[config.mk]
export PLATFORM = sky130hd
export DESIGN_NAME = ssst_core
export DESIGN_NICKNAME = d
export VERILOG_FILES = /design/src/ssst_pkg.sv /design/src/ssst_core.sv
export VERILOG_INCLUDE_DIRS = /design/src
export SDC_FILE = /design/constraint.sdc
export NUM_CORES = 1
export LEC_CHECK = 0
export BUFFER_PORTS_ARGS = -buffer_cell sky130_fd_sc_hd__buf_2
export CAP_MARGIN = 30
export CORE_UTILIZATION = 54
export CTS_BUF_LIST = sky130_fd_sc_hd__clkbuf_8
export DETAILED_ROUTE_END_ITERATION = 12
export GPL_TIMING_DRIVEN = 0
export PLACE_DENSITY = 0.82
export RECOVER_POWER = 50
export SYNTH_ARGS = -nofsm -noshare
export SYNTH_HDL_FRONTEND = slang
export SYNTH_SLANG_ARGS = --single-unit
export TNS_END_PERCENT = 50
[constraint.sdc]
create_clock -name sys_clk -period 8.9 [get_ports sys_clk]
set_clock_uncertainty 0.2 [all_clocks]
set_input_delay 1.78 -clock sys_clk [delete_from_list [all_inputs] [get_ports sys_clk]]
set_output_delay 1.78 -clock sys_clk [all_outputs]
set_load 0.1 [all_outputs]
[src/ssst_cfg.svh]
/*
  Register offsets, field positions, reset values and timing counts
  for the synchronous serial transfer engine.
  Assumes a 25 MHz system clock and a 4-bit word address on the register port.
*/
`ifndef SSST_CFG_SVH
`define SSST_CFG_SVH

`define SSST_AW          4
`define SSST_A_CTRL      4'h0
`define SSST_A_STAT      4'h1
`define SSST_A_DATA      4'h2
`define SSST_A_DATA_HI   4'h3
`define SSST_A_BAUD      4'h4
`define SSST_A_CSC       4'h5
`define SSST_A_LEN       4'h6
`define SSST_A_WCNT      4'h7
`define SSST_A_FCNT      4'h8

`define SSST_B_SWRST     15
`define SSST_B_SLAVE     14
`define SSST_B_SPI       13
`define SSST_B_RIE       12
`define SSST_B_TIE       11
`define SSST_B_RXE       9
`define SSST_B_TXE       8
`define SSST_B_BDS       2
`define SSST_B_CLOCK_OUTPUT_ENABLE      1
`define SSST_B_SOE       0

`define SSST_B_RECEIVE_FULL_FLAG      10
`define SSST_B_TRANSMIT_EMPTY_FLAG      9
`define SSST_B_IDLE      8
`define SSST_B_WT_HI     4
`define SSST_B_WT_LO     3

`define SSST_B_SELECT_INPUT0_ENABLE     0
`define SSST_B_SELECT_OUTPUT_ENABLE      1
`define SSST_B_HOLD_SELECT_ACTIVE      2

`define SSST_CTRL_RST    16'h0000
`define SSST_BAUD_RST    15'h0001
`define SSST_LEN_RST     5'h08
`define SSST_LEN_MIN     5'h05
`define SSST_LEN_MAX     5'h10

`define SSST_CLK_MHZ     25
`define SSST_SETUP_NS    80
`define SSST_HOLD_NS     80
`define SSST_SETUP_CYC   18'((`SSST_SETUP_NS * `SSST_CLK_MHZ + 999) / 1000)
`define SSST_HOLD_CYC    18'((`SSST_HOLD_NS * `SSST_CLK_MHZ + 999) / 1000)

`endif

[src/ssst_pkg.sv]
/*
  Types of the synchronous serial transfer engine: engine states and
  the packed state record of the core.
  Assumes ssst_cfg.svh is on the include path.
*/
package ssst_pkg;
  `include "ssst_cfg.svh"

  typedef enum logic [2:0] {
    SSST_IDLE,
    SSST_SETUP,
    SSST_LEAD,
    SSST_LOW,
    SSST_HIGH,
    SSST_HOLD,
    SSST_WAIT
  } ssst_st_t;

  typedef struct packed {
    ssst_st_t    st;
    logic [15:0] ctl;
    logic [1:0]  wt;
    logic [14:0] baud;
    logic [2:0]  csc;
    logic [4:0]  len;
    logic [7:0]  wcnt;
    logic [7:0]  pend;
    logic [7:0]  words;
    logic [15:0] txbuf;
    logic [15:0] sh;
    logic [15:0] rxsh;
    logic [15:0] rxbuf;
    logic        transmit_empty_flag;
    logic        receive_full_flag;
    logic        took;
    logic        loaded;
    logic [3:0]  idx;
    logic [17:0] cnt;
    logic        sck;
    logic        sdo;
    logic        cs_n;
    logic [2:0]  sck_s;
    logic [1:0]  cs_s;
    logic [1:0]  sdi_s;
    logic [15:0] rdata;
    logic        tirq;
    logic        rirq;
  } ssst_state_t;
endpackage

[src/ssst_core.sv]
/*
  Clock-synchronous serial transfer engine: master and slave roles,
  normal transfer and SPI type I, optional chip select, register port.
  Assumes serial pins arrive asynchronously and the register master
  keeps strobes one cycle long.
*/
// Local design decisions: strobed register access and the register offsets.
`timescale 1ns/1ps

module ssst_core
  import ssst_pkg::*;
(
  input  wire logic                 sys_clk,
  input  wire logic                 rst,
  input  wire logic [`SSST_AW-1:0]  addr,
  input  wire logic [15:0]          wdata,
  input  wire logic                 wr_en,
  input  wire logic                 rd_en,
  output logic      [15:0]          rdata,
  output logic                      tx_irq,
  output logic                      rx_irq,
  input  wire logic                 sck_in,
  output logic                      sck_out,
  output logic                      sck_oe,
  input  wire logic                 sdi,
  output logic                      sdo,
  output logic                      sdo_oe,
  input  wire logic                 cs_in_n,
  output logic                      cs_out_n,
  output logic                      cs_oe
);

  ssst_state_t q;
  ssst_state_t d;

  logic        slave;
  logic        spi;
  logic        transmit_enable;
  logic        receive_enable;
  logic        serial_output_enable;
  logic        bds;
  logic        cs_use;
  logic [4:0]  len_e;
  logic [3:0]  last;
  logic [17:0] half_m1;
  logic [17:0] wait_m1;
  logic        s_fall;
  logic        s_rise;
  logic        s_act;
  logic        m_fin;
  logic        s_fin;

  assign slave   = q.ctl[`SSST_B_SLAVE];
  assign spi     = q.ctl[`SSST_B_SPI];
  assign transmit_enable     = q.ctl[`SSST_B_TXE];
  assign receive_enable     = q.ctl[`SSST_B_RXE];
  assign serial_output_enable     = q.ctl[`SSST_B_SOE];
  assign bds     = q.ctl[`SSST_B_BDS];
  assign cs_use  = q.csc[`SSST_B_SELECT_INPUT0_ENABLE] & q.csc[`SSST_B_SELECT_OUTPUT_ENABLE];
  // Out-of-range lengths are clamped rather than rejected
  assign len_e   = (q.len < `SSST_LEN_MIN) ? `SSST_LEN_MIN :
                   (q.len > `SSST_LEN_MAX) ? `SSST_LEN_MAX : q.len;
  assign last    = 4'(len_e - 5'h01);
  assign half_m1 = {3'h0, q.baud};
  assign wait_m1 = 18'(({30'h0, q.wt} * ({17'h0, q.baud} + 32'h1) * 32'h2) - 32'h1);
  // Edges come from the second and third stages only
  assign s_fall  = q.sck_s[2] & ~q.sck_s[1];
  assign s_rise  = ~q.sck_s[2] & q.sck_s[1];
  assign s_act   = ~q.csc[`SSST_B_SELECT_INPUT0_ENABLE] | ~q.cs_s[1];
  assign m_fin   = !slave && !q.ctl[`SSST_B_SWRST] && q.st == SSST_LOW &&
                   q.cnt == 18'h0 && q.idx == last;
  assign s_fin   = slave && !q.ctl[`SSST_B_SWRST] && s_act && s_fall && q.idx == last;

  function automatic logic [3:0] bitpos(input logic [3:0] i);
    bitpos = bds ? 4'(last - i) : i;
  endfunction

  always_comb begin
    logic        start;
    logic        go_lead;
    logic        more;
    logic        endcs;
    logic [7:0]  pend_n;
    logic [15:0] rx_w;
    start   = 1'b0;
    go_lead = 1'b0;
    more    = 1'b0;
    endcs   = 1'b0;
    pend_n  = q.pend;
    rx_w    = q.rxsh;
    d       = q;
    d.sck_s = {q.sck_s[1:0], sck_in};
    d.cs_s  = {q.cs_s[0], cs_in_n};
    d.sdi_s = {q.sdi_s[0], sdi};
    d.tirq  = q.transmit_empty_flag & q.ctl[`SSST_B_TIE];
    d.rirq  = q.receive_full_flag & q.ctl[`SSST_B_RIE];
    d.rdata = 16'h0000;

    if (rd_en) begin
      case (addr)
        `SSST_A_CTRL: d.rdata = q.ctl;
        `SSST_A_STAT: begin
          d.rdata[`SSST_B_RECEIVE_FULL_FLAG]  = q.receive_full_flag;
          d.rdata[`SSST_B_TRANSMIT_EMPTY_FLAG]  = q.transmit_empty_flag;
          d.rdata[`SSST_B_IDLE]  = (q.st == SSST_IDLE) && !q.loaded && q.idx == 4'h0;
          d.rdata[`SSST_B_WT_HI] = q.wt[1];
          d.rdata[`SSST_B_WT_LO] = q.wt[0];
        end
        `SSST_A_DATA: begin
          d.rdata = q.rxbuf;
          d.receive_full_flag  = 1'b0;
        end
        `SSST_A_BAUD: d.rdata = {1'b0, q.baud};
        `SSST_A_CSC:  d.rdata = {13'h0000, q.csc};
        `SSST_A_LEN:  d.rdata = {11'h000, len_e};
        `SSST_A_WCNT: d.rdata = {8'h00, q.wcnt};
        `SSST_A_FCNT: d.rdata = {8'h00, q.pend};
        default:      d.rdata = 16'h0000;
      endcase
    end

    if (wr_en) begin
      case (addr)
        `SSST_A_CTRL: d.ctl = wdata;
        `SSST_A_STAT: d.wt = {wdata[`SSST_B_WT_HI], wdata[`SSST_B_WT_LO]};
        `SSST_A_DATA: begin
          d.txbuf = wdata;
          d.transmit_empty_flag  = 1'b0;
        end
        `SSST_A_BAUD: d.baud = wdata[14:0];
        `SSST_A_CSC:  d.csc = wdata[2:0];
        `SSST_A_LEN:  d.len = wdata[4:0];
        `SSST_A_WCNT: d.wcnt = wdata[7:0];
        `SSST_A_FCNT: d.pend = wdata[7:0];
        default: begin
        end
      endcase
    end

    if (!slave) begin
      case (q.st)
        SSST_IDLE: begin
          d.sck = 1'b1;
          // Dummy writes and frame counts both start master clocks
          if (transmit_enable && (!q.transmit_empty_flag || q.pend != 8'h00)) begin
            start = 1'b1;
          end else if (!q.cs_n && !q.csc[`SSST_B_HOLD_SELECT_ACTIVE] && q.words == 8'h00) begin
            d.cs_n = 1'b1;
          end
        end
        SSST_SETUP: begin
          if (q.cnt == 18'h0) begin
            go_lead = 1'b1;
          end else begin
            d.cnt = q.cnt - 18'h1;
          end
        end
        SSST_LEAD: begin
          if (q.cnt == 18'h0) begin
            d.st  = SSST_LOW;
            d.sck = 1'b0;
            d.cnt = half_m1;
            rx_w[bitpos(q.idx)] = q.sdi_s[1];
            d.rxsh = rx_w;
          end else begin
            d.cnt = q.cnt - 18'h1;
          end
        end
        SSST_LOW: begin
          if (q.cnt == 18'h0) begin
            d.sck = 1'b1;
            d.cnt = half_m1;
            if (q.idx != last) begin
              d.st  = SSST_HIGH;
              d.idx = q.idx + 4'h1;
              d.sdo = serial_output_enable ? q.sh[bitpos(q.idx + 4'h1)] : 1'b1;
            end else begin
              d.rxbuf = q.rxsh;
              d.idx   = 4'h0;
              d.words = q.words + 8'h01;
              if (q.pend != 8'h00) begin
                pend_n = q.pend - 8'h01;
              end
              d.pend = pend_n;
              more   = transmit_enable && (!q.transmit_empty_flag || pend_n != 8'h00);
              // Word count zero means select ends when data runs out
              endcs  = cs_use && ((q.wcnt == 8'h00) ? !more :
                                  (q.words + 8'h01 == q.wcnt));
              if (endcs) begin
                d.st    = SSST_HOLD;
                d.cnt   = `SSST_HOLD_CYC - 18'h1;
                d.words = 8'h00;
              end else if (more && q.wt != 2'b00) begin
                d.st  = SSST_WAIT;
                d.cnt = wait_m1;
              end else if (more) begin
                start = 1'b1;
              end else begin
                d.st = SSST_IDLE;
              end
            end
          end else begin
            d.cnt = q.cnt - 18'h1;
          end
        end
        SSST_HIGH: begin
          if (q.cnt == 18'h0) begin
            d.st  = SSST_LOW;
            d.sck = 1'b0;
            d.cnt = half_m1;
            rx_w[bitpos(q.idx)] = q.sdi_s[1];
            d.rxsh = rx_w;
          end else begin
            d.cnt = q.cnt - 18'h1;
          end
        end
        SSST_HOLD: begin
          if (q.cnt == 18'h0) begin
            d.cs_n = ~q.csc[`SSST_B_HOLD_SELECT_ACTIVE];
            d.st   = SSST_IDLE;
          end else begin
            d.cnt = q.cnt - 18'h1;
          end
        end
        SSST_WAIT: begin
          if (q.cnt == 18'h0) begin
            if (transmit_enable && (!q.transmit_empty_flag || q.pend != 8'h00)) begin
              start = 1'b1;
            end else begin
              d.st = SSST_IDLE;
            end
          end else begin
            d.cnt = q.cnt - 18'h1;
          end
        end
        default: d.st = SSST_IDLE;
      endcase

      if (start) begin
        d.sh   = q.transmit_empty_flag ? 16'h0000 : q.txbuf;
        d.took = !q.transmit_empty_flag;
        d.idx  = 4'h0;
        // Bits beyond a short frame read as zero, not stale data
        d.rxsh = 16'h0000;
        d.sck  = 1'b1;
        if (spi) begin
          d.sdo = serial_output_enable ? d.sh[bitpos(4'h0)] : 1'b1;
        end
        if (cs_use && q.cs_n) begin
          d.cs_n = 1'b0;
          d.st   = SSST_SETUP;
          d.cnt  = `SSST_SETUP_CYC - 18'h1;
        end else begin
          go_lead = 1'b1;
        end
      end
      if (go_lead) begin
        d.st  = SSST_LEAD;
        d.cnt = half_m1;
        if (start ? !q.transmit_empty_flag : q.took) begin
          d.transmit_empty_flag = 1'b1;
        end
        if (!spi) begin
          d.sdo = serial_output_enable ? d.sh[bitpos(4'h0)] : 1'b1;
        end
      end
    end else begin
      d.st   = SSST_IDLE;
      d.sck  = 1'b1;
      d.cs_n = 1'b1;
      if (!s_act) begin
        d.loaded = 1'b0;
        d.rxsh   = 16'h0000;
        d.idx    = 4'h0;
        d.sdo    = 1'b1;
      end else begin
        if (transmit_enable && !q.loaded && !q.transmit_empty_flag && q.idx == 4'h0) begin
          d.sh     = q.txbuf;
          d.transmit_empty_flag   = 1'b1;
          d.loaded = 1'b1;
          d.sdo    = serial_output_enable ? q.txbuf[bitpos(4'h0)] : 1'b1;
        end
        if (s_fall) begin
          rx_w[bitpos(q.idx)] = q.sdi_s[1];
          d.rxsh = rx_w;
          if (q.idx == last) begin
            d.rxbuf  = rx_w;
            d.rxsh   = 16'h0000;
            d.idx    = 4'h0;
            d.loaded = 1'b0;
          end else begin
            d.idx = q.idx + 4'h1;
          end
        end
        if (s_rise && q.loaded && q.idx != 4'h0) begin
          d.sdo = serial_output_enable ? q.sh[bitpos(q.idx)] : 1'b1;
        end
      end
    end

    if ((m_fin || s_fin) && receive_enable) begin
      d.receive_full_flag = 1'b1;
    end

    // Software reset aborts the frame but keeps the configuration
    if (q.ctl[`SSST_B_SWRST]) begin
      d.st     = SSST_IDLE;
      d.sck    = 1'b1;
      d.cs_n   = 1'b1;
      d.sdo    = 1'b1;
      d.transmit_empty_flag   = 1'b1;
      d.receive_full_flag   = 1'b0;
      d.idx    = 4'h0;
      d.loaded = 1'b0;
      d.pend   = 8'h00;
      d.words  = 8'h00;
    end
  end

  always_ff @(posedge sys_clk or posedge rst) begin
    if (rst) begin
      q       <= '0;
      q.st    <= SSST_IDLE;
      q.ctl   <= `SSST_CTRL_RST;
      q.baud  <= `SSST_BAUD_RST;
      q.len   <= `SSST_LEN_RST;
      q.transmit_empty_flag  <= 1'b1;
      q.sck   <= 1'b1;
      q.sdo   <= 1'b1;
      q.cs_n  <= 1'b1;
      q.sck_s <= 3'h7;
      q.cs_s  <= 2'h3;
    end else begin
      q <= d;
    end
  end

  assign rdata    = q.rdata;
  assign tx_irq   = q.tirq;
  assign rx_irq   = q.rirq;
  assign sck_out  = q.sck;
  assign sck_oe   = q.ctl[`SSST_B_CLOCK_OUTPUT_ENABLE];
  assign sdo      = q.sdo;
  assign sdo_oe   = q.ctl[`SSST_B_SOE];
  assign cs_out_n = q.cs_n;
  assign cs_oe    = q.csc[`SSST_B_SELECT_OUTPUT_ENABLE];

  logic endcs_chk;
  assign endcs_chk = cs_use && ((q.wcnt == 8'h00) ? 1'b0 : (q.words + 8'h01 == q.wcnt));

  a_transmit_empty_flag_wr_clear: assert property (@(posedge sys_clk) disable iff (rst)
    wr_en && addr == `SSST_A_DATA && !slave && q.st == SSST_IDLE &&
    !q.ctl[`SSST_B_SWRST] |=> !q.transmit_empty_flag)
    else $error("empty flag not cleared by data write");

  a_rx_full_set: assert property (@(posedge sys_clk) disable iff (rst)
    (m_fin || s_fin) && receive_enable |=> q.receive_full_flag && q.rxbuf == $past(d.rxbuf))
    else $error("full flag or data missing after last bit");

  a_rx_read_clear: assert property (@(posedge sys_clk) disable iff (rst)
    rd_en && addr == `SSST_A_DATA && !m_fin && !s_fin |=> !q.receive_full_flag)
    else $error("full flag not cleared by data read");

  a_sck_idle_high: assert property (@(posedge sys_clk) disable iff (rst)
    q.st == SSST_IDLE || q.st == SSST_SETUP || q.st == SSST_HOLD |-> q.sck)
    else $error("serial clock not at idle high");

  a_cs_setup_gap: assert property (@(posedge sys_clk) disable iff (rst)
    !slave && $fell(q.cs_n) |-> q.sck [*2] ##1 q.st == SSST_LEAD)
    else $error("clock started inside select setup time");

  a_cs_hold_end: assert property (@(posedge sys_clk) disable iff (rst)
    q.st == SSST_HOLD && q.cnt == 18'h0 && !q.ctl[`SSST_B_SWRST] |=>
    q.cs_n == !$past(q.csc[`SSST_B_HOLD_SELECT_ACTIVE]))
    else $error("select level wrong after hold time");

  a_word_stop: assert property (@(posedge sys_clk) disable iff (rst)
    m_fin && cs_use && q.wcnt != 8'h00 && q.words + 8'h01 == q.wcnt |=>
    q.st == SSST_HOLD && q.sck && q.words == 8'h00)
    else $error("clock not stopped at word count");

  a_frame_wait: assert property (@(posedge sys_clk) disable iff (rst)
    m_fin && !endcs_chk && q.wt != 2'b00 && transmit_enable && (!q.transmit_empty_flag || q.pend > 8'h01) |=>
    q.st == SSST_WAIT)
    else $error("no wait inserted between frames");

  a_slave_release: assert property (@(posedge sys_clk) disable iff (rst)
    slave && !s_act && !q.ctl[`SSST_B_SWRST] |=> q.sdo && !q.loaded)
    else $error("slave data out not high after select release");

  a_spi_first_bit: assert property (@(posedge sys_clk) disable iff (rst)
    !slave && spi && serial_output_enable && q.st == SSST_SETUP |-> q.sdo == q.sh[bitpos(4'h0)])
    else $error("first bit not presented before clocking");

  a_lead_transmit_empty_flag: assert property (@(posedge sys_clk) disable iff (rst)
    q.st == SSST_LEAD && $past(q.st) != SSST_LEAD && q.took |-> q.transmit_empty_flag)
    else $error("empty flag late before first falling edge");

  a_len_range: assert property (@(posedge sys_clk) disable iff (rst)
    len_e >= `SSST_LEN_MIN && len_e <= `SSST_LEN_MAX && q.idx <= last)
    else $error("frame length outside range");

endmodule

* After elaboration in Yosys (flattened, before gate mapping)
Index checks and enable logic that the tools add are counted.
Word-level totals: register bits 186, input bits 27, output and inout bits 24, word-level logic and storage cells 292
Operators by class: add/subtract/negate cells 9, multipliers 1, magnitude comparators 6, equal/unequal tests 28, multiplexer cells 136, bitwise gates (word level) 11, reductions and logical operators 73
Operators with widths (count):
- $mux W16 | 15
- $mux W18 | 8
- $mux W32 | 4
- $mux W8 | 8
- $pmux W18 S3 | 1
- $mux W1 | 50
- $mux W49 | 1
- $mux W3 | 16
- $sub A18 B1 Y18 const B | 2
- $mux W4 | 8
- $pmux W3 S5 | 2
- $mux W25 | 1
- $mux W5 | 5
- $logic_and A1 B1 Y1 | 24
- $pmux W3 S7 | 1
- $bmux W1 S4 | 5
- $logic_not A18 Y1 | 1
- $reduce_and A2 Y1 | 9
- $mul A2 B16 Y17 | 1
- $mux W17 | 1
- $add A15 B1 Y16 const B | 1
- $bwmux W16 | 1
- $eq A4 B3 Y1 const B | 4
- $logic_not A8 Y1 | 2
- other kinds (48) | 93

* Depth between registers and ports, before layout
word-level depth 29, depth in mapped cells 19, depth with buffers taken out 18

* Least setup slack after synthesis
OpenSTA, ideal clock, no wires.
path kind register to register, start point register q[145] in the netlist's numbering, end point register sdo (netlist name), library setup time 0.077 ns, arrival 4.182 ns, data required time 8.623 ns, path slack 4.441 ns, stages on the path, launching flop included 17, path buffers 1, clock period less this slack 4.459 ns, cell sequence dfstp_2 > a21oi_1 > o21ai_0 > clkbuf_1 > ha_1 > fa_1 > xor2_1 > mux2i_1 > nor2b_1 > a211oi_1 > a21oi_1 > a211o_1 > a21o_1 > o21ai_0 > a21oi_1 > or3_1 > o21a_1
Between the ends: longest elaborated chain between the ends 18, elaborated cells on any way between the ends 46, classes of those cells add/sub (3); order compare (2); eq/ne (1); mux (40)
Ends and longest elaborated chain:
- start, declared | line ssst_core.sv:33 | ssst_state_t q;
- $gt A5 B5 Y1 (no source line)
- $mux W5 | line ssst_core.sv:62 | (q.len > `SSST_LEN_MAX) ? `SSST_LEN_MAX : q.len;
- $mux W5 (*) | line ssst_core.sv:61 | assign len_e = (q.len < `SSST_LEN_MIN) ? `SSST_LEN_MIN :
- $sub A4 B1 Y4 (*) | line ssst_core.sv:63 | assign last = 4'(len_e - 5'h01);
- $sub A4 B4 Y4 / $ne A4 B4 Y1 (equally long branches) | line ssst_core.sv:75, ssst_core.sv:173
- $mux W4 / $mux W1 (equally long branches) | line ssst_core.sv:75, ssst_core.sv:173
- $bmux W1 S4 / $mux W1 (equally long branches) | line ssst_core.sv:176, ssst_core.sv:170
- $mux W1 (not written as such) / $pmux W1 S3 (equally long branches) | line ssst_core.sv:176, ssst_core.sv:141
- [... 2 more ...]
- $mux W2 / $mux W32 (equally long branches) | line ssst_core.sv:170, ssst_core.sv:140
- $mux W1 / $bmux W1 S4 (equally long branches) | line ssst_core.sv:141, ssst_core.sv:264
- $mux W1 (on tied branches) | line ssst_core.sv:246, ssst_core.sv:264
- $mux W25 / $mux W1 (equally long branches) | line ssst_core.sv:239, ssst_core.sv:264
- $mux W1 | line ssst_core.sv:263 | if (!spi) begin
- $mux W1 | line ssst_core.sv:257 | if (go_lead) begin
- $mux W3 (*) | line ssst_core.sv:140 | if (!slave) begin
- $mux W3 (*) | line ssst_core.sv:306 | if (q.ctl[`SSST_B_SWRST]) begin
Mark *: on every way between the ends. The rest lies on a longest branch, timed or not. The select of a mux whose other input is x is not followed. A chain may end at the register's enable or synchronous reset.

==> metrics.txt <==
outcome=finished, violations left; Synth area leaders=dfrtp_1, mux2_2, o21ai_0, nand2_1, a21oi_1; Overflow after GRT=0; count of buffer and inverter cells on the critical path=3; Slew HR=-111%; min-delay worst type=reg -> reg; crit share post-route=70.7%; Clock Path Buffers=2; routed wire length=47.0 mm; initial antenna violation count=0; CP peak stage delay=2330 ps; largest net degree at the start of global routing=127; placed cell areas=between 10,000 and 15,000 um^2; Residual DRC=0; Starting Density=55.7%; Synth Instances=1,599; Vias=roughly 13,000; CTS tree=done; share of layout cells above drive strength 1=14.0%; vias in the first global route=12,500; failing checks=capacitance limit, slew limit; flop and latch count out of synthesis=186; ys flop type=dfrtp_1; maximum vdd drop=0.242 mV; Rows=57; I/O pin cnt=51; Antenna diodes=0; CP endpoint kind=async pin; average wire per standard cell=~23 um; Final Cell Area=14,700 um^2; post-route minimum period=6290 ps; CTS Hold Bufs=0; Synth area leader=dfrtp_1; Synth Warn #=0; global-route wire length before repair=72.4 mm; critical path, cell by cell=buf_2 -> clkinvlp_2 -> clkbuf_2; DR iter-0 viols=1,559; DPL Wire Length=35.3 mm; CTS resizes=0; fill count=2,205; RSZ-0062 raised after global routing=no; setup violators final=0; share of the synthesized area in the top cell type=32.1%; post-layout net count=1,728; Max Cap Viol=2; clock slew at reported path FFs=around 100 ps; cts bufs inserted=17; Seq/Total Area, Yosys=34.2%; Top Family by Delay on Critical Path=buffers and inverters; worst skew pair latency=roughly 500 ps; synthesis-to-layout area growth=7.76%; Post-Syn Area per Cell=8.54 um^2; Die X=161 um; asr flop ratio synth=100%; Post-DRT Antenna Nets=0; fin. max-slew vios=189; Cell Count, Final, Fillers Out=2,005; Static Leak=6.11 nW; kind of start point of the critical path=input port; Die ar.=25,900 um^2; fmax=roughly 160 MHz; all-layer global routing usage=36.6%; Core Region=~25,000 um^2; Hold Violations, Final=0; CTS sink cnt=186; postcts setup bufs=0; slowest CP cell=clkbuf_2; EDFF count, synth=0; CP max FO=126; CP arrival=5980 ps; Worst Tran Pin Value=between 3000 and 4000 ps; DR vias/cell=6.60; drt first pass iters=5; Setup CP Type=in -> async; syn nets=1,659; Die Y=161 um; global placer's final weighted congestion=around 1.0; Worst EP required=8590 ps; Root Buffer=clkbuf_8; Post-Syn Area=13,700 um^2; number of port buffers=47; Post-Place Cells=approximately 2,000; Unique masters post-synth=90; # H-tree levels=4; Pwr per Cell Area=239 nW/um^2
[kinds of logic after synthesis]
| group | count (synthesis) | synth area share, % |
|---|---|---|
| AO/OA/AOI/OAI | 477 | 22.5 |
| XOR/XNOR | 66 | 4.33 |
| adder cells (fa/ha/maj) | 36 | 3.41 |
| buffers and inverters | 163 | 5.23 |
| flip-flops | 186 | 34.2 |
| multiplexers | 125 | 9.93 |
| AND/OR/NAND/NOR | 546 | 20.5 |
[power by group]
group | switching (mW) | internal, mW | total [mW]
Sequential | 0.204 | 0.999 | 1.20
Combinational | 1.10 | 0.615 | 1.72
Clock | 0.351 | 0.242 | 0.592
Total | 1.66 | 1.86 | 3.51
[metrics by stage]
stage	power, mW	setup slack (ps)	TNS (ps)	hold WS, ps	util, %
6_report	3.51	2610	0	160	60.0
5_1_grt	3.70	1680	0	168	60.0
4_1_cts	3.47	3450	0	164	60.1
3_5_place_dp	2.88	3510	0	140	58.5
3_3_place_gp	2.85	-210	-33670	132	58.3
2_1_floorplan	2.39	1880	0	131	-
[flip-flops by register name, indices dropped and copies added, names as in the netlist]
signal	cells
bds	1
cs_oe	1
cs_out_n	1
d	4
half_m1	15
q	142
rdata	16
rx_irq	1
sck_oe	1
sck_out	1
sdo	1
sdo_oe	1
tx_irq	1
[metal layers]
metal  routed length (um)  global-route usage (%)
met1                18700                    47.9
met2                21600                    58.7
met3                 4250                    5.88
met4                 2530                    19.0
met5                    0                       0
[synth_stat cells (20+ instances only)]
master    number
dfrtp_1      175
o21ai_0      165
nand2_1      153
nor2_1       108
a21oi_1       95
clkbuf_1      80
mux2_2        80
nor2b_1       56
nor3_1        49
inv_1         45
mux2i_1       44
nand3_1       44
a22oi_1       35
xnor2_1       34
xor2_1        31
ha_1          30
a22o_1        24
buf_4         21
a211oi_1      20
nand2b_1      20
[cell usage in the layout (no fill, tap or decap), drive strengths merged, types with 36 or more instances in the layout]
master,netlist,layout
clkbuf,80,100
nand3,44,44
mux2i,44,44
nand2,154,154
nor2,109,109
a22oi,36,36
a21oi,95,95
o21ai,171,171
nor3,51,51
nor2b,57,57
buf,38,86
mux2,81,81
inv,45,54
dfrtp,175,175
[layout make-up]
class | instances | area, um^2 | area share, %
plain buffers | 118 | 546 | 3.71
inverters | 45 | 170 | 1.16
repair buffers | 50 | 249 | 1.69
multi-input cells | 1250 | 8280 | 56.3
clock inverters | 14 | 150 | 1.02
flip-flops and latches | 186 | 4670 | 31.7
well taps | 324 | 405 | 2.75
clock buffers | 18 | 248 | 1.68
[final timing paths]
path	from	endpoint	slack, ps	cells after the start
min in group asynchronous	rst	q[102]$_DFFE_PP0P_	1830	2
worst min register to register	d[19]$_DFF_PP0_	q[19]$_DFF_PP0_	160	0
max in group sys_clk	q[145]$_DFFE_PP1P_	q[62]$_DFFE_PP0P_	3310	14
worst min-delay path	d[19]$_DFF_PP0_	q[19]$_DFF_PP0_	160	0
worst max register to register	q[145]$_DFFE_PP1P_	q[62]$_DFFE_PP0P_	3310	14
worst max-delay path	rst	half_m1[6]$_DFFE_PP0P_	2610	3
Power figures use the tool's default switching activity.
